**src/hdl/dstd_pkg.sv**
```systemverilog
package dstd_pkg;
  // clock and time base
  localparam int unsigned CLK_PERIOD_NS = 4;
  localparam longint unsigned CLK_HZ = 64'd250000000;
  // reference judgement windows, nanoseconds
  localparam int unsigned REF_PER_MIN_NS = 14000;
  localparam int unsigned REF_PER_MAX_NS = 17500;
  localparam int unsigned REF_PW_MIN_NS = 2000;
  localparam int unsigned REF_PW_MAX_NS = 13000;
  localparam int unsigned HOLD_NS = 1000000000;
  // least times round up, longest times round down
  localparam int unsigned PER_MIN_CYC = (REF_PER_MIN_NS + CLK_PERIOD_NS - 1) / CLK_PERIOD_NS;
  localparam int unsigned PER_MAX_CYC = REF_PER_MAX_NS / CLK_PERIOD_NS;
  localparam int unsigned PW_MIN_CYC = (REF_PW_MIN_NS + CLK_PERIOD_NS - 1) / CLK_PERIOD_NS;
  localparam int unsigned PW_MAX_CYC = REF_PW_MAX_NS / CLK_PERIOD_NS;
  localparam int unsigned HOLD_CYC = (HOLD_NS + CLK_PERIOD_NS - 1) / CLK_PERIOD_NS;
  // regenerated clock
  localparam longint unsigned DPLL_HZ = 64'd3088000;
  localparam logic [31:0] NCO_NOM = 32'((DPLL_HZ << 32) / CLK_HZ);
  localparam logic [1:0] REF_DIV_LAST = 2'h3;
  localparam logic [7:0] TICK_LAST = 8'hc0;
  localparam logic [7:0] TICK_HALF = 8'h61;
  localparam logic signed [11:0] TRIM_MAX = 12'sh7ff;
  localparam logic signed [11:0] TRIM_MIN = -12'sh7ff;
  // ds1 framing
  localparam logic [7:0] BIT_LAST = 8'hc0;
  localparam logic [4:0] D4_FRM_LAST = 5'h0b;
  localparam logic [4:0] ESF_FRM_LAST = 5'h17;
  localparam logic [11:0] D4_FBITS = 12'h8dc;
  localparam logic [5:0] ESF_FPS = 6'h0b;
  localparam logic [5:0] CRC_POLY = 6'h03;
  localparam int unsigned OUT_NUM = 10;
  localparam int unsigned BUF_DEPTH = 2;
  localparam int unsigned GAP_W = 16;
  localparam int unsigned HOLD_W = 28;

  // one bipolar symbol on a pair of rails
  typedef struct packed {
    logic pos;
    logic neg;
  } dstd_rail_type;

  typedef enum logic [1:0] {
    ST_REF0,
    ST_REF1,
    ST_FAIL
  } dstd_sel_type;
endpackage

```
**src/hdl/dstd_top.sv**
```systemverilog
// Summary of operation
// (RULE1) judge two composite references by pulse width
// (RULE2) switch to other reference when selected fails
// (RULE3) both failed: major alarm, outputs cut only when inhibit enabled
// (RULE4) recovered reference usable after one second good
// (RULE5) digital pll regenerates 3.088 MHz from reference
// (RULE6) framer builds all-ones ds1 with framing bits
// (RULE7) unipolar stream converted to bipolar dual rail
// (RULE8) output enable buffer fans out to drivers
// (RULE9) ten independent ds1 outputs
// (RULE10) enable buffer blocks outputs in inhibit mode
// (RULE11) switch one selects d4 or esf framing
// (RULE12) switch two in enables inhibit option
// (RULE13) inhibit enabled: both references bad disables outputs
// (RULE14) inhibit enabled: outputs resume when one recovers
// (RULE15) inhibit disabled: outputs keep running on failure
// (RULE16) bit rate is half clock, 193-bit frames
// (RULE17) successive ones alternate polarity on the rails
`timescale 1ns/10ps
`default_nettype none
module dstd_top
  import dstd_pkg::*;
#(
  parameter int unsigned PER_MIN = PER_MIN_CYC,
  parameter int unsigned PER_MAX = PER_MAX_CYC,
  parameter int unsigned PW_MIN = PW_MIN_CYC,
  parameter int unsigned PW_MAX = PW_MAX_CYC,
  parameter int unsigned HOLD = HOLD_CYC,
  parameter int unsigned DEPTH = BUF_DEPTH
) (
  input wire logic clk,
  input wire logic rst,
  input wire dstd_rail_type [1:0] ref_in,
  input wire logic esf_sw,
  input wire logic cutoff_sw,
  output logic [OUT_NUM-1:0] ds1_pos,
  output logic [OUT_NUM-1:0] ds1_neg,
  output logic major_alarm,
  output logic [1:0] ref_in_use,
  output logic cutoff_led
);

  // window check used for period and pulse width
  function automatic logic in_win(input logic [GAP_W-1:0] v, input int unsigned lo,
                                  input int unsigned hi);
    in_win = (v >= GAP_W'(lo)) && (v <= GAP_W'(hi));
  endfunction

  // option switches pass two flip-flops
  logic [1:0] sw_s1_ff;
  logic [1:0] sw_s2_ff;
  always_ff @(posedge clk or posedge rst) begin
    if (rst) begin
      sw_s1_ff <= 2'h0;
      sw_s2_ff <= 2'h0;
    end else begin
      sw_s1_ff <= {cutoff_sw, esf_sw};
      sw_s2_ff <= sw_s1_ff;
    end
  end
  wire logic esf_mode = sw_s2_ff[0]; // RULE11
  wire logic cut_opt = sw_s2_ff[1]; // RULE12

  // per reference judgement and hysteresis
  dstd_rail_type ref_s1_ff [2];
  dstd_rail_type ref_s2_ff [2];
  logic comp_prev_ff [2];
  logic [GAP_W-1:0] gap_ff [2];
  logic [GAP_W-1:0] hi_ff [2];
  logic good_ff [2];
  logic [HOLD_W-1:0] hold_ff [2];
  logic [1:0] usable_ff;
  logic [1:0] rise_w;

  genvar gi;
  generate
    for (gi = 0; gi < 2; gi++) begin : g_ref
      wire logic comp = ref_s2_ff[gi].pos | ref_s2_ff[gi].neg;
      wire logic rise = comp & ~comp_prev_ff[gi];
      wire logic fall = ~comp & comp_prev_ff[gi];
      wire logic gap_over = gap_ff[gi] > GAP_W'(PER_MAX);
      wire logic hi_over = hi_ff[gi] > GAP_W'(PW_MAX);
      wire logic gap_ok = in_win(gap_ff[gi], PER_MIN, PER_MAX); // RULE1
      wire logic hi_ok = in_win(hi_ff[gi], PW_MIN, PW_MAX); // RULE1
      wire logic nxt_good = rise ? gap_ok :
                            fall ? (good_ff[gi] & hi_ok) :
                            (good_ff[gi] & ~gap_over & ~hi_over);
      assign rise_w[gi] = rise;
      // synchroniser and edge memory
      always_ff @(posedge clk or posedge rst) begin
        if (rst) begin
          ref_s1_ff[gi] <= '0;
          ref_s2_ff[gi] <= '0;
          comp_prev_ff[gi] <= 1'b0;
        end else begin
          ref_s1_ff[gi] <= ref_in[gi];
          ref_s2_ff[gi] <= ref_s1_ff[gi];
          comp_prev_ff[gi] <= comp;
        end
      end
      // interval and high time counters, saturating past their limits
      always_ff @(posedge clk or posedge rst) begin
        if (rst) begin
          gap_ff[gi] <= '0;
          hi_ff[gi] <= '0;
          good_ff[gi] <= 1'b0;
        end else begin
          gap_ff[gi] <= rise ? GAP_W'(1) : (gap_over ? gap_ff[gi] : gap_ff[gi] + GAP_W'(1));
          hi_ff[gi] <= ~comp ? '0 : (hi_over ? hi_ff[gi] : hi_ff[gi] + GAP_W'(1));
          good_ff[gi] <= nxt_good; // RULE1
        end
      end
      // usable only after HOLD cycles of unbroken good judgement
      always_ff @(posedge clk or posedge rst) begin
        if (rst) begin
          hold_ff[gi] <= '0;
          usable_ff[gi] <= 1'b0;
        end else if (!good_ff[gi]) begin
          hold_ff[gi] <= '0;
          usable_ff[gi] <= 1'b0;
        end else if (!usable_ff[gi]) begin
          hold_ff[gi] <= hold_ff[gi] + HOLD_W'(1);
          usable_ff[gi] <= hold_ff[gi] == HOLD_W'(HOLD - 1); // RULE4
        end
      end
    end
  endgenerate

  // reference selection
  dstd_sel_type sel_ff;
  dstd_sel_type nxt_sel;
  always_comb begin
    nxt_sel = sel_ff;
    case (sel_ff)
      ST_REF0: if (!usable_ff[0]) nxt_sel = usable_ff[1] ? ST_REF1 : ST_FAIL; // RULE2
      ST_REF1: if (!usable_ff[1]) nxt_sel = usable_ff[0] ? ST_REF0 : ST_FAIL; // RULE2
      ST_FAIL: begin
        if (usable_ff[0]) nxt_sel = ST_REF0; // RULE14
        else if (usable_ff[1]) nxt_sel = ST_REF1;
      end
      default: nxt_sel = ST_FAIL;
    endcase
  end
  always_ff @(posedge clk or posedge rst) begin
    if (rst) sel_ff <= ST_FAIL;
    else sel_ff <= nxt_sel;
  end
  wire logic both_fail = sel_ff == ST_FAIL; // RULE3
  wire logic cut_w = cut_opt & both_fail; // RULE13 RULE15
  wire logic sel_rise = (sel_ff == ST_REF0) ? rise_w[0] :
                        (sel_ff == ST_REF1) ? rise_w[1] : 1'b0;

  // edge-triggered dpll: nco trimmed once per four reference edges
  logic [31:0] acc_ff;
  logic tick_ff;
  logic signed [11:0] trim_ff;
  logic [1:0] ref_div_ff;
  logic [7:0] tick_cnt_ff;
  wire logic [31:0] nco_inc = NCO_NOM + {{20{trim_ff[11]}}, trim_ff};
  wire logic [32:0] acc_sum = {1'b0, acc_ff} + {1'b0, nco_inc};
  wire logic cmp = sel_rise & (ref_div_ff == REF_DIV_LAST);
  wire logic fast = tick_cnt_ff < TICK_HALF;
  always_ff @(posedge clk or posedge rst) begin
    if (rst) begin
      acc_ff <= '0;
      tick_ff <= 1'b0;
    end else begin
      acc_ff <= acc_sum[31:0];
      tick_ff <= acc_sum[32]; // RULE5
    end
  end
  always_ff @(posedge clk or posedge rst) begin
    if (rst) begin
      ref_div_ff <= '0;
      tick_cnt_ff <= '0;
      trim_ff <= '0;
    end else begin
      if (sel_rise) ref_div_ff <= ref_div_ff + 2'h1;
      if (cmp) tick_cnt_ff <= '0;
      else if (tick_ff) tick_cnt_ff <= (tick_cnt_ff == TICK_LAST) ? '0 : tick_cnt_ff + 8'h1;
      if (cmp && tick_cnt_ff != 8'h0) begin // RULE5
        if (fast && trim_ff != TRIM_MIN) trim_ff <= trim_ff - 12'sh1;
        else if (!fast && trim_ff != TRIM_MAX) trim_ff <= trim_ff + 12'sh1;
      end
    end
  end

  // two-entry buffer between framer and line timing
  localparam int unsigned PTR_W = (DEPTH > 1) ? $clog2(DEPTH) : 1;
  dstd_rail_type buf_mem_ff [DEPTH];
  logic [PTR_W-1:0] wr_ptr_ff;
  logic [PTR_W-1:0] rd_ptr_ff;
  logic [PTR_W:0] cnt_ff;
  logic half_ff;
  wire logic bit_start = tick_ff & ~half_ff; // RULE16
  wire logic in_ready = cnt_ff < (PTR_W + 1)'(DEPTH);
  wire logic out_valid = cnt_ff != '0;
  wire logic push = in_ready;
  wire logic pop = bit_start & out_valid;
  dstd_rail_type sym_w;
  always_ff @(posedge clk or posedge rst) begin
    if (rst) begin
      wr_ptr_ff <= '0;
      rd_ptr_ff <= '0;
      cnt_ff <= '0;
    end else begin
      if (push) wr_ptr_ff <= (wr_ptr_ff == PTR_W'(DEPTH - 1)) ? '0 : wr_ptr_ff + PTR_W'(1);
      if (pop) rd_ptr_ff <= (rd_ptr_ff == PTR_W'(DEPTH - 1)) ? '0 : rd_ptr_ff + PTR_W'(1);
      cnt_ff <= cnt_ff + (PTR_W + 1)'(push) - (PTR_W + 1)'(pop);
    end
  end
  always_ff @(posedge clk) begin
    if (push) buf_mem_ff[wr_ptr_ff] <= sym_w;
  end

  // framer: bit and frame counters, esf crc, ami polarity
  logic [7:0] bit_cnt_ff;
  logic [4:0] frm_ff;
  logic [5:0] crc_ff;
  logic [5:0] crc_prev_ff;
  logic pol_ff;
  wire logic [4:0] frm_last = esf_mode ? ESF_FRM_LAST : D4_FRM_LAST;
  wire logic frm_end = bit_cnt_ff == BIT_LAST;
  wire logic sf_end = frm_end & (frm_ff >= frm_last);
  // frame numbers beyond the d4 superframe appear only after an esf to d4 change
  wire logic d4_f = (frm_ff > D4_FRM_LAST) ? 1'b1 :
                    D4_FBITS[4'(4'hb - frm_ff[3:0])];
  wire logic esf_fps = ESF_FPS[3'(3'h5 - frm_ff[4:2])];
  wire logic esf_crc = crc_prev_ff[3'(3'h5 - frm_ff[4:2])];
  wire logic esf_f = (frm_ff[1:0] == 2'h3) ? esf_fps :
                     (frm_ff[1:0] == 2'h1) ? esf_crc : 1'b1;
  wire logic f_bit = esf_mode ? esf_f : d4_f; // RULE11
  wire logic data_bit = (bit_cnt_ff == 8'h0) ? f_bit : 1'b1; // RULE6 RULE16
  wire logic crc_fb = crc_ff[5] ^ 1'b1;
  wire logic [5:0] crc_nxt = {crc_ff[4:0], 1'b0} ^ (crc_fb ? CRC_POLY : 6'h0);
  assign sym_w.pos = data_bit & ~pol_ff; // RULE7 RULE17
  assign sym_w.neg = data_bit & pol_ff; // RULE17
  always_ff @(posedge clk or posedge rst) begin
    if (rst) begin
      bit_cnt_ff <= '0;
      frm_ff <= '0;
      pol_ff <= 1'b0;
    end else if (push) begin
      bit_cnt_ff <= frm_end ? '0 : bit_cnt_ff + 8'h1; // RULE16
      if (frm_end) frm_ff <= sf_end ? '0 : frm_ff + 5'h1;
      pol_ff <= pol_ff ^ data_bit; // RULE17
    end
  end
  // crc over the superframe, framing positions taken as ones
  always_ff @(posedge clk or posedge rst) begin
    if (rst) begin
      crc_ff <= '0;
      crc_prev_ff <= '0;
    end else if (push) begin
      crc_ff <= sf_end ? '0 : crc_nxt;
      if (sf_end) crc_prev_ff <= crc_nxt;
    end
  end

  // line timing: mark in first half of the bit, return to zero in second
  dstd_rail_type line_ff;
  always_ff @(posedge clk or posedge rst) begin
    if (rst) begin
      half_ff <= 1'b0;
      line_ff <= '0;
    end else if (tick_ff) begin
      half_ff <= ~half_ff;
      line_ff <= (bit_start && out_valid) ? buf_mem_ff[rd_ptr_ff] : '0; // RULE7
    end
  end

  // output enable buffer fanning out to ten separate drivers
  generate
    for (gi = 0; gi < OUT_NUM; gi++) begin : g_out
      always_ff @(posedge clk or posedge rst) begin
        if (rst) begin
          ds1_pos[gi] <= 1'b0;
          ds1_neg[gi] <= 1'b0;
        end else begin
          ds1_pos[gi] <= line_ff.pos & ~cut_w; // RULE8 RULE9 RULE10
          ds1_neg[gi] <= line_ff.neg & ~cut_w; // RULE8 RULE9 RULE10
        end
      end
    end
  endgenerate

  // status indications
  always_ff @(posedge clk or posedge rst) begin
    if (rst) begin
      major_alarm <= 1'b0;
      ref_in_use <= 2'h0;
      cutoff_led <= 1'b0;
    end else begin
      major_alarm <= both_fail; // RULE3
      ref_in_use <= {sel_ff == ST_REF1, sel_ff == ST_REF0};
      cutoff_led <= cut_w;
    end
  end
endmodule // dstd_top
`default_nettype wire

```
**config.mk**
```make
export PLATFORM = sky130hd
export DESIGN_NAME = dstd_top
export DESIGN_NICKNAME = d
export VERILOG_FILES = /design/src/hdl/dstd_pkg.sv /design/src/hdl/dstd_top.sv
export SDC_FILE = /design/constraint.sdc
export NUM_CORES = 1
export LEC_CHECK = 0
export BUFFER_PORTS_ARGS = -buffer_cell sky130_fd_sc_hd__buf_2
export CAP_MARGIN = 5
export CORE_ASPECT_RATIO = 0.5
export CORE_MARGIN = 2
export CORE_UTILIZATION = 50
export CTS_CLUSTER_DIAMETER = 200
export CTS_CLUSTER_SIZE = 40
export DETAILED_ROUTE_END_ITERATION = 8
export GPL_TIMING_DRIVEN = 0
export HOLD_SLACK_MARGIN = 0.06
export PLACE_DENSITY_LB_ADDON = 0.15
export REMOVE_ABC_BUFFERS = 1
export SLEW_MARGIN = 30
export SYNTH_ARGS = -nofsm -noshare
export SYNTH_HDL_FRONTEND = slang
export SYNTH_SLANG_ARGS = --single-unit
```
**constraint.sdc**
```tcl
create_clock -name clk -period 7.5 [get_ports clk]
set_clock_uncertainty 0.15 [all_clocks]
set_input_delay 1.5 -clock clk [delete_from_list [all_inputs] [get_ports clk]]
set_output_delay 1.5 -clock clk [all_outputs]
set_load 0.1 [all_outputs]
```
==> results.yml, run 1 <==
floorplanning:
  die_h_um: 117.7
  core_um2: 25290
  initial_core_util_pct: 51.08
  ios: 32
  die_area_um2: 27220
  rows: 41
  die_w_um: 231.3
cts:
  post_cts_resized: 0
  clockBufferDepth: 3
  root_buffer: "clkbuf_16"
  post-cts-setup-buffers: 0
  clock-sinks: 238
  cts_tree: "yes"
  cts_max_level: 1
  cts_buffers: 9
  clock_latency_ps: 490
  cts.clk_slew.worst_paths_ps: 140
  cts_hold_buf: 0
timing:
  fmax_ghz: 0.2652
  whs_ps: 215.8
  setup_viol: 0
  period_minus_slack_ps: 3771
  period_share_pct: 50.29
  hold_viol: 0
  report.final.slew_viol_count: 0
  slew_headroom_pct: 39.88
  worstMarginPinSlew_ps: 894.2
  rsz0062_at_grt: "false"
worst_setup_path:
  worstSetupPathType: "flip-flop to flip-flop"
  cp.required_ps: 7780
  critPathLaunchType: "flip-flop"
  cp.arrival_ps: 4050
  cp-end-kind: "flip-flop"
  worst-path-max-fanout: 12
  ff2ff_setup_slack_ps: 3730
routing:
  wl_per_cell_um: 14.67
  drtIter0Drc: 613
  drcViolationCount: 0
  drtPass1Iterations: 5
  drtAntennaViolNets: 0
  vias: 9127
  wl_um: 23970
  via_per_inst: 5.586
pwr:
  ir_drop_mv: 0.1493
  combPwrFrac_pct: 6.7
  pwr-share-seq_pct: 64.3
  p_sw_uw: 529.8
  powerDensity_nw_per_um2: 158.3
  internal_power_mw: 1.618
  switching_share_pct: 24.67
  clkPwrFrac_pct: 29.0
  p_leak_nw: 6.129
final_layout:
  diodes: 0
  design.final.nets: 1359
  layout-drive-gt1-share_pct: 5.969
  area_growth_pct: 4.979
  design_area_um2: 13560
synth:
  synth_cell_types: 77
  synth_cells: 1293
  synth_edf_count: 4
  synth.avg_cell_area_um2: 9.991
  synth_top_area_share_pct: 45.13
  ys.flop_type: "dfrtp_1"
  yosysTopAreaCell: "dfrtp_1"
  synthTopCellsByCount: "dfrtp_1, nand2_1, nor2_1"
  synth_most_common_cell: "dfrtp_1"
  synth_area_leaders: "dfrtp_1, xnor2_1, ha_1"
  ys_ff_latch: 238
  async_reset_ff_share_pct: 98.32
  syn_area_um2: 12920
  ys_seq_area_share_pct: 46.27
  yosys_warnings: 0
grt:
  grt_overflow: 0
  track_usage_pct: 18.07
  antenna_found_initial: 0
  first_global_vias: 8970
  grt_pass1_wl_um: 42320
  grt_max_degree: 88
place:
  dp_hpwl_um: 16950
  dpl_cell_area_um2: 13310
  globalplace.congestion: 0.8282
  port_buffers: 31
run:
  max_cap_violations: 0
run_status:
  outcome: "finished, final reports clean"
hold_path:
  hold_class: "flip-flop to flip-flop"
## power by group through the flow
stage / Sequential (mW) / Combinational (mW) / Clock, mW
after floorplan: 1.39 / 0.111 / 0
after global placement: 1.40 / 0.136 / 0
after detailed placement: 1.41 / 0.147 / 0
after CTS: 1.38 / 0.149 / 0.650
after global routing: 1.39 / 0.172 / 0.695
final: 1.38 / 0.144 / 0.622
## metrics by stage
step | power (mW) | setup TNS, ps | cells | worst slack [ps] | utilization (%)
6_report | 2.147 | 0 | 1634 | 3729 | 53.62
3_3_place_gp | 1.540 | -729950 | 1619 | -3153 | 52.35
3_5_place_dp | 1.553 | 0 | 1621 | 3786 | 52.61
4_1_cts | 2.180 | 0 | 1634 | 3745 | 53.60
5_1_grt | 2.257 | 0 | 1634 | 3351 | 53.62
2_1_floorplan | 1.505 | -139800 | 1244 | -566.3 | -
## layout make-up
type,instances,area [um^2]
Fill cell,2240,11730
Multi-Input combinational cell,949,6472
Sequential cell,238,5977
Tap cell,344,430.4
Clock buffer,13,250.2
Inverter,57,221.5
Timing Repair Buffer,33,210.2
## flip-flops by register name (all words and copies together), names as in the netlist, 2 cells and up
signal / count
frm_ff: 5
sel_ff: 2
sw_s2_ff: 2
comp_prev_ff: 2
acc_ff: 32
buf_mem_ff: 4
good_ff: 2
usable_ff: 2
trim_ff: 12
hi_ff: 32
ref_in_use: 2
gap_ff: 32
sw_s1_ff: 2
ref_div_ff: 2
crc_prev_ff: 6
cnt_ff: 2
bit_cnt_ff: 8
hold_ff: 56
tick_cnt_ff: 8
ref_s2_ff: 4
line_ff: 2
crc_ff: 6
ref_s1_ff: 4
## path summary, 6_finish.rpt
check | endpoint | startpoint | cells past startpoint
max | trim_ff[11]$_DFFE_PP0P_ | tick_cnt_ff[0]$_DFFE_PP0P_ | 13
min | ref_s2_ff[3]$_DFF_PP0_ | ref_s1_ff[3]$_DFF_PP0_ | 0
max reg2reg | trim_ff[11]$_DFFE_PP0P_ | tick_cnt_ff[0]$_DFFE_PP0P_ | 13
min reg2reg | ref_s2_ff[3]$_DFF_PP0_ | ref_s1_ff[3]$_DFF_PP0_ | 0
max in group asynchronous | acc_ff[6]$_DFF_PP0_ | rst | 4
min in group asynchronous | hi_ff[21]$_DFFE_PP0P_ | rst | 2
## cells in the final DEF, fill, tap and decap left out, types with 12 or more instances in the layout
cell type / Yosys / routed
nor2_1: 92 / 90
nor4_1: 12 / 12
buf_2: 2 / 31
o21ai_0: 62 / 62
mux2_2: 13 / 13
and3_1: 16 / 16
nand4_1: 38 / 38
nand2_1: 96 / 96
a21o_1: 17 / 17
ha_1: 60 / 60
xor2_1: 48 / 48
nor2b_1: 22 / 22
a21oi_1: 52 / 52
and4_1: 13 / 13
dfrtp_1: 233 / 233
xnor2_1: 89 / 89
or3_1: 19 / 19
and2_1: 62 / 62
inv_1: 56 / 55
nor3_1: 26 / 26
nand3_1: 52 / 52
## critical path, cell delays in order (launching register included)
cell and delay, ps:
dfrtp_1 420, inv_1 110, ha_1 160, nor4b_1 310
o21bai_1 170, a41o_1 260, inv_1 320, ha_1 320
o21ai_0 170, o21ai_0 300, nand4_1 200, a311oi_1 430
mux2i_1 260, xor2_1 150
## routing by layer
layer / GRT usage [%] / share of wire [%]
met4: 2.540 / 0.85
met3: 2.326 / 2.4
met1: 26.24 / 50
met5: 0 / 0
met2: 29.64 / 46
## cell families after synthesis
family | after synthesis | synth area share (%)
AND/OR/NAND/NOR | 482 | 19.70
AO/OA/AOI/OAI | 241 | 12.52
XOR/XNOR | 137 | 9.288
buffers and inverters | 106 | 3.709
multiplexers | 25 | 2.160
adder cells (fa/ha/maj) | 64 | 6.354
flip-flops | 238 | 46.27
Power figures use the tool's default switching activity.
==> run 2: changes to the inputs <==
==> constraint.sdc (replaced) <==
create_clock -name clk -period 3.33 [get_ports clk]
set_clock_uncertainty 0.15 [all_clocks]
set_input_delay 0.666 -clock clk [delete_from_list [all_inputs] [get_ports clk]]
set_output_delay 0.666 -clock clk [all_outputs]
set_load 0.1 [all_outputs]
==> run 2 against run 1 <==
Compared with the run above: sequential power up 130%; utilization increased by 1.7 points; register-to-register slack got worse by 3700 ps; combinational power is 130% higher; setup slack worse by 3700 ps; sequential share of layout area is 1.3 points lower; largest cell class unchanged; non-clock buffer count rose by 24; total power is 130% higher; via count rose by 1.6%; final area up 3.1%; worst hold slack worse by 91 ps; fmax up 14%.
==> results.yml, run 2 (synthesis results as in run 1) <==
routing:
  drtIter0Drc: 600
  via_per_inst: 5.591
  top_layer_used: "met4"
  drcViolationCount: 0
  wl_um: 24750
  met1Wirelength_um: 12320
  wl_met3_um: 564
  wl_per_cell_um: 14.93
  drtPass1Iterations: 5
  drtAntennaViolNets: 0
  vias: 9270
  wl_met2_um: 11660
worst_setup_path:
  cp.required_ps: 3570
  critPathLaunchType: "flip-flop"
  crit_path_cell_trace: "buf_4 -> nor4b_2 -> a41o_1 -> clkinvlp_4 -> buf_6 -> ha_4 -> or2_2 -> a21oi_2 -> a31oi_1 -> and4b_1 -> o32a_1"
  slowest_stage: "dfrtp_2"
  worst-path-max-fanout: 6
  worstSetupPathType: "flip-flop to flip-flop"
  cp.arrival_ps: 3540
  path_buf_inv: 3
  slowest_delay_ps: 480
  cp-end-kind: "flip-flop"
  cp_top_family: "compound AO/OA/AOI/OAI gates"
cts:
  cts_max_level: 1
  clockBufferDepth: 3
  clock-sinks: 238
  cts_buffers: 9
  clock_latency_ps: 500
  root_buffer: "clkbuf_16"
  cts_tree: "yes"
  cts.clk_slew.worst_paths_ps: 150
floorplanning:
  initial_core_util_pct: 51.08
  die_h_um: 117.7
  rows: 41
  die_area_um2: 27220
  core_um2: 25290
  ios: 32
  die_w_um: 231.3
grt:
  grt_overflow: 0
  first_global_vias: 9034
  grt_pass1_wl_um: 42570
  track_usage_pct: 18.19
  grt_max_degree: 88
  antenna_found_initial: 0
pwr:
  powerDensity_nw_per_um2: 346.6
  ir_drop_mv: 0.3363
  p_total_mw: 4.848
  p_leak_nw: 6.299
hold_path:
  hold_class: "input port to flip-flop"
place:
  place_inst: 1621
  dp_hpwl_um: 16950
  port_buffers: 31
  globalplace.congestion: 0.8282
final_layout:
  stdcell_count: 1658
  most-common-layout-cells: "dfrtp_1, nand2_1, nor2_1, xnor2_1, and2_1"
  diodes: 0
  finish.utilization_pct: 55.31
  top_register: "hold_ff"
  design.final.nets: 1383
  area_growth_pct: 8.281
  largest_reg_flops: 56
  layout-drive-gt1-share_pct: 10.58
  layout_commonest_cell: "dfrtp_1"
timing:
  period_share_pct: 98.94
  period_minus_slack_ps: 3295
  slew_headroom_pct: 41.25
  rsz0062_at_grt: "true"
  worstMarginPinSlew_ps: 873.2
  fmax_ghz: 0.3035
  setup_viol: 0
  report.final.slew_viol_count: 0
  tns_ps: 0
  hold_viol: 0
run:
  max_cap_violations: 0
run_status:
  outcome: "finished, final reports clean"
-- run 2: layout make-up --
class | count | area (um^2)
Fill cell | 2195 | 11300
Sequential cell | 238 | 5984
Clock buffer | 13 | 250.2
Multi-Input combinational cell | 949 | 6698
Timing Repair Buffer | 57 | 400.4
Inverter | 57 | 225.2
Tap cell | 344 | 430.4
-- run 2: final timing paths --
kind                            slack, ps  cells past startpoint              startpoint                      end
max in group asynchronous            1300                      5                     rst   trim_ff[2]$_DFFE_PP0P_
worst min register to register        220                      0  ref_s1_ff[3]$_DFF_PP0_   ref_s2_ff[3]$_DFF_PP0_
min in group asynchronous             590                      3                     rst    hi_ff[21]$_DFFE_PP0P_
worst min-delay path                  130                      1               cutoff_sw    sw_s1_ff[1]$_DFF_PP0_
worst max-delay path                   40                     11  trim_ff[7]$_DFFE_PP0P_  trim_ff[10]$_DFFE_PP0P_
worst max register to register         40                     11  trim_ff[7]$_DFFE_PP0P_  trim_ff[10]$_DFFE_PP0P_
-- run 2: stage by stage --
step           hold WS, ps  worst slack, ps  instance area (um^2)
2_1_floorplan        181.2            -3902                 12650
3_3_place_gp         182.2            -6489                 13240
3_5_place_dp         184.7           -384.3                 13310
4_1_cts              109.5            14.04                 13620
5_1_grt              98.12           -120.8                 13990
6_report             125.0            35.40                 13990
-- run 2: power breakdown --
| group | leakage (nW) | total (mW) | internal, mW | switching, mW |
|---|---|---|---|---|
| clock network | 0.122 | 1.41 | 0.532 | 0.880 |
| registers | 3.14 | 3.11 | 2.98 | 0.126 |
| logic | 3.04 | 0.325 | 0.127 | 0.198 |
| total | 6.30 | 4.85 | 3.64 | 1.20 |
-- run 2: worst reg2reg max path, delay by kind of cell, from the launching register on --
family                   cells  cell delay, ps
flip-flops                   1             480
AO/OA/AOI/OAI                4             850
buffers and inverters        3             620
AND/OR/NAND/NOR              3             820
adder cells (fa/ha/maj)      1             250
-- run 2: what timing repair did --
action                     CTS  global route
resized for setup           10            45
setup endpoints to repair   14            20
hold buffers                 1             0
setup buffers                2            21
pin swaps                    0            16
hold endpoints to repair     2             0
gates cloned                 0             0
-- run 2: metal layers --
metal  global-route usage (%)  up-vias
li1                         -     4575
met1                    26.26     4593
met2                    30.00       87
met3                    2.326       15
met4                    2.621        0
met5                        0        -
==> run 3: changes to the inputs <==
--- a/config.mk
+++ b/config.mk
@@ -15,7 +15,7 @@
 export DETAILED_ROUTE_END_ITERATION = 8
 export GPL_TIMING_DRIVEN = 0
 export HOLD_SLACK_MARGIN = 0.06
-export PLACE_DENSITY_LB_ADDON = 0.15
+export PLACE_DENSITY = 0.69
 export REMOVE_ABC_BUFFERS = 1
 export SLEW_MARGIN = 30
 export SYNTH_ARGS = -nofsm -noshare
==> run 3 against run 2 <==
Compared with the run above: routed wire length fell by 4.3%; setup slack improved by 54 ps; sequential share of layout area increased by 0.25 points; fmax increased by 1.7%; clock-buffer cell count is 2 lower; flip-flop and latch count unchanged; die area stayed put; register-to-register slack better by 50 ps; global-route usage fell by 0.81 points; via count is 1.8% lower; sequential power about the same; largest cell class unchanged.
==> results.yml, run 3 (synthesis results as in run 1) <==
pwr:
  internal_power_mw: 3.635
  pwr-share-seq_pct: 64.9
  ir_drop_mv: 0.3107
  clkPwrFrac_pct: 28.3
  powerDensity_nw_per_um2: 345.1
  p_sw_mw: 1.163
  combPwrFrac_pct: 6.8
  p_leak_nw: 6.248
  switching_share_pct: 24.24
place:
  globalplace.congestion: 0.8473
  dp_hpwl_um: 16400
  port_buffers: 31
  post-place-ws_ps: -311.9
cts:
  clock-sinks: 238
  clock_latency_ps: 480
  cts_hold_buf: 0
  root_buffer: "clkbuf_16"
  cts_tree: "yes"
  cts_max_level: 1
  clockBufferDepth: 3
  cts_buffers: 9
  cts.clk_slew.worst_paths_ps: 150
timing:
  worstMarginPinSlew_ps: 905.4
  tns_ps: 0
  rsz0062_at_grt: "true"
  hold_viol: 0
  slew_headroom_pct: 39.09
  period_share_pct: 97.32
  setup_viol: 0
  fin_ws_ps: 89.09
  fmax_ghz: 0.3086
  period_minus_slack_ps: 3241
  report.final.slew_viol_count: 0
routing:
  drtIter0Drc: 517
  drtPass1Iterations: 4
  wl_per_cell_um: 14.41
  drtAntennaViolNets: 0
  vias: 9101
  wl_um: 23690
  drcViolationCount: 0
  via_per_inst: 5.536
floorplanning:
  initial_core_util_pct: 51.08
  die_w_um: 231.3
  rows: 41
  die_h_um: 117.7
  core_um2: 25290
  die_area_um2: 27220
  ios: 32
grt:
  antenna_found_initial: 0
  first_global_vias: 8860
  grt_pass1_wl_um: 40660
  grt_max_degree: 95
  grt_overflow: 0
  track_usage_pct: 17.37
worst_setup_path:
  cp-end-kind: "flip-flop"
  ff2ff_setup_slack_ps: 90
  r2r-end: "trim_ff[11]$_DFFE_PP0P_"
  worstSetupPathType: "flip-flop to flip-flop"
  cp.arrival_ps: 3510
  slowest_delay_ps: 420
  critPathLaunchType: "flip-flop"
  crit_path_cell_trace: "inv_1 -> ha_1 -> nor4b_2 -> a41o_1 -> clkinvlp_4 -> ha_4 -> o21ai_1 -> o21ai_2 -> nand4_1 -> a311oi_2 -> mux2i_1 -> xor2_1"
  rr_startpoint: "trim_ff[2]$_DFFE_PP0P_"
  worst-path-max-fanout: 4
  cp.required_ps: 3600
  worstSetupStartpoint: "trim_ff[2]$_DFFE_PP0P_"
  worstRegToRegCells: 12
  slowest_stage: "dfrtp_1"
final_layout:
  largest_reg_flops: 56
  layout_commonest_cell: "dfrtp_1"
  top_register: "hold_ff"
  diodes: 0
  layout-drive-gt1-share_pct: 9.923
  area_growth_pct: 7.622
  finish.utilization_pct: 54.97
  design.final.nets: 1371
  most-common-layout-cells: "dfrtp_1, nand2_1, nor2_1, xnor2_1, and2_1"
run_status:
  outcome: "finished, final reports clean"
hold_path:
  hold_class: "input port to asynchronous set/reset pin"
run:
  max_cap_violations: 0
[run 3: worst max-delay path by stage]
| stage | endpoint | slack (ps) | cells past startpoint |
|---|---|---|---|
| final | trim_ff[11]$_DFFE_PP0P_ | 90 | 12 |
| after global routing | trim_ff[11]$_DFFE_PP0P_ | -110 | 12 |
| after CTS | trim_ff[10]$_DFFE_PP0P_ | 20 | 12 |
| after detailed placement | acc_ff[29]$_DFF_PP0_ | -310 | 12 |
| after global placement | hold_ff[19]$_DFFE_PP0P_ | -6380 | 2 |
| after floorplan | acc_ff[0]$_DFF_PP0_ | -3900 | 1 |
[run 3: repair_timing]
action | CTS | global route
setup buffers | 2 | 10
pin swaps | 1 | 10
setup endpoints to repair | 14 | 22
resized for setup | 11 | 49
[run 3: stage by stage]
| stage | cells | hold WS (ps) | instance area, um^2 | power, mW |
|---|---|---|---|---|
| 6_report | 1644 | 129.6 | 13900 | 4.798 |
| 4_1_cts | 1634 | 116.2 | 13600 | 4.868 |
| 5_1_grt | 1644 | 99.38 | 13900 | 5.048 |
| 3_5_place_dp | 1621 | 185.5 | 13310 | 3.496 |
| 3_3_place_gp | 1619 | 184.1 | 13240 | 3.464 |
| 2_1_floorplan | 1244 | 181.2 | 12650 | 3.390 |
[run 3: per-layer routing]
layer | share of wire, % | wire (um) | track usage, % | up-vias
li1 | - | - | - | 4538
met3 | 2.0 | 465 | 1.793 | 25
met4 | 1.6 | 384 | 3.508 | 0
met2 | 47 | 11250 | 28.69 | 80
met1 | 49 | 11590 | 24.94 | 4458
met5 | 0 | 0 | 0 | -
[run 3: area by class of cell]
class                           instances  area (um^2)
Inverter                               57        225.2
Timing Repair Buffer                   45        307.8
Multi-Input combinational cell        949         6714
Tap cell                              344        430.4
Fill cell                            2125        11390
Clock buffer                           11        242.7
Sequential cell                       238         5983
[run 3: critical path: cells and delay by family (launching register included)]
family / cells / cell delay, ps
xor gates and xnor gates: 1 / 160
muxes: 1 / 270
DFF: 1 / 420
adders and majority gates: 2 / 520
and+or+nand+nor: 2 / 360
buffers and inverters: 2 / 330
AOI/OAI and AO/OA: 4 / 960
[run 3: power groups by stage]
stage | Combinational (mW) | Sequential, mW | Clock [mW]
after CTS | 0.332 | 3.11 | 1.42
after global placement | 0.302 | 3.16 | 0
final | 0.324 | 3.11 | 1.36
after global routing | 0.378 | 3.13 | 1.54
after floorplan | 0.250 | 3.14 | 0
after detailed placement | 0.331 | 3.17 | 0
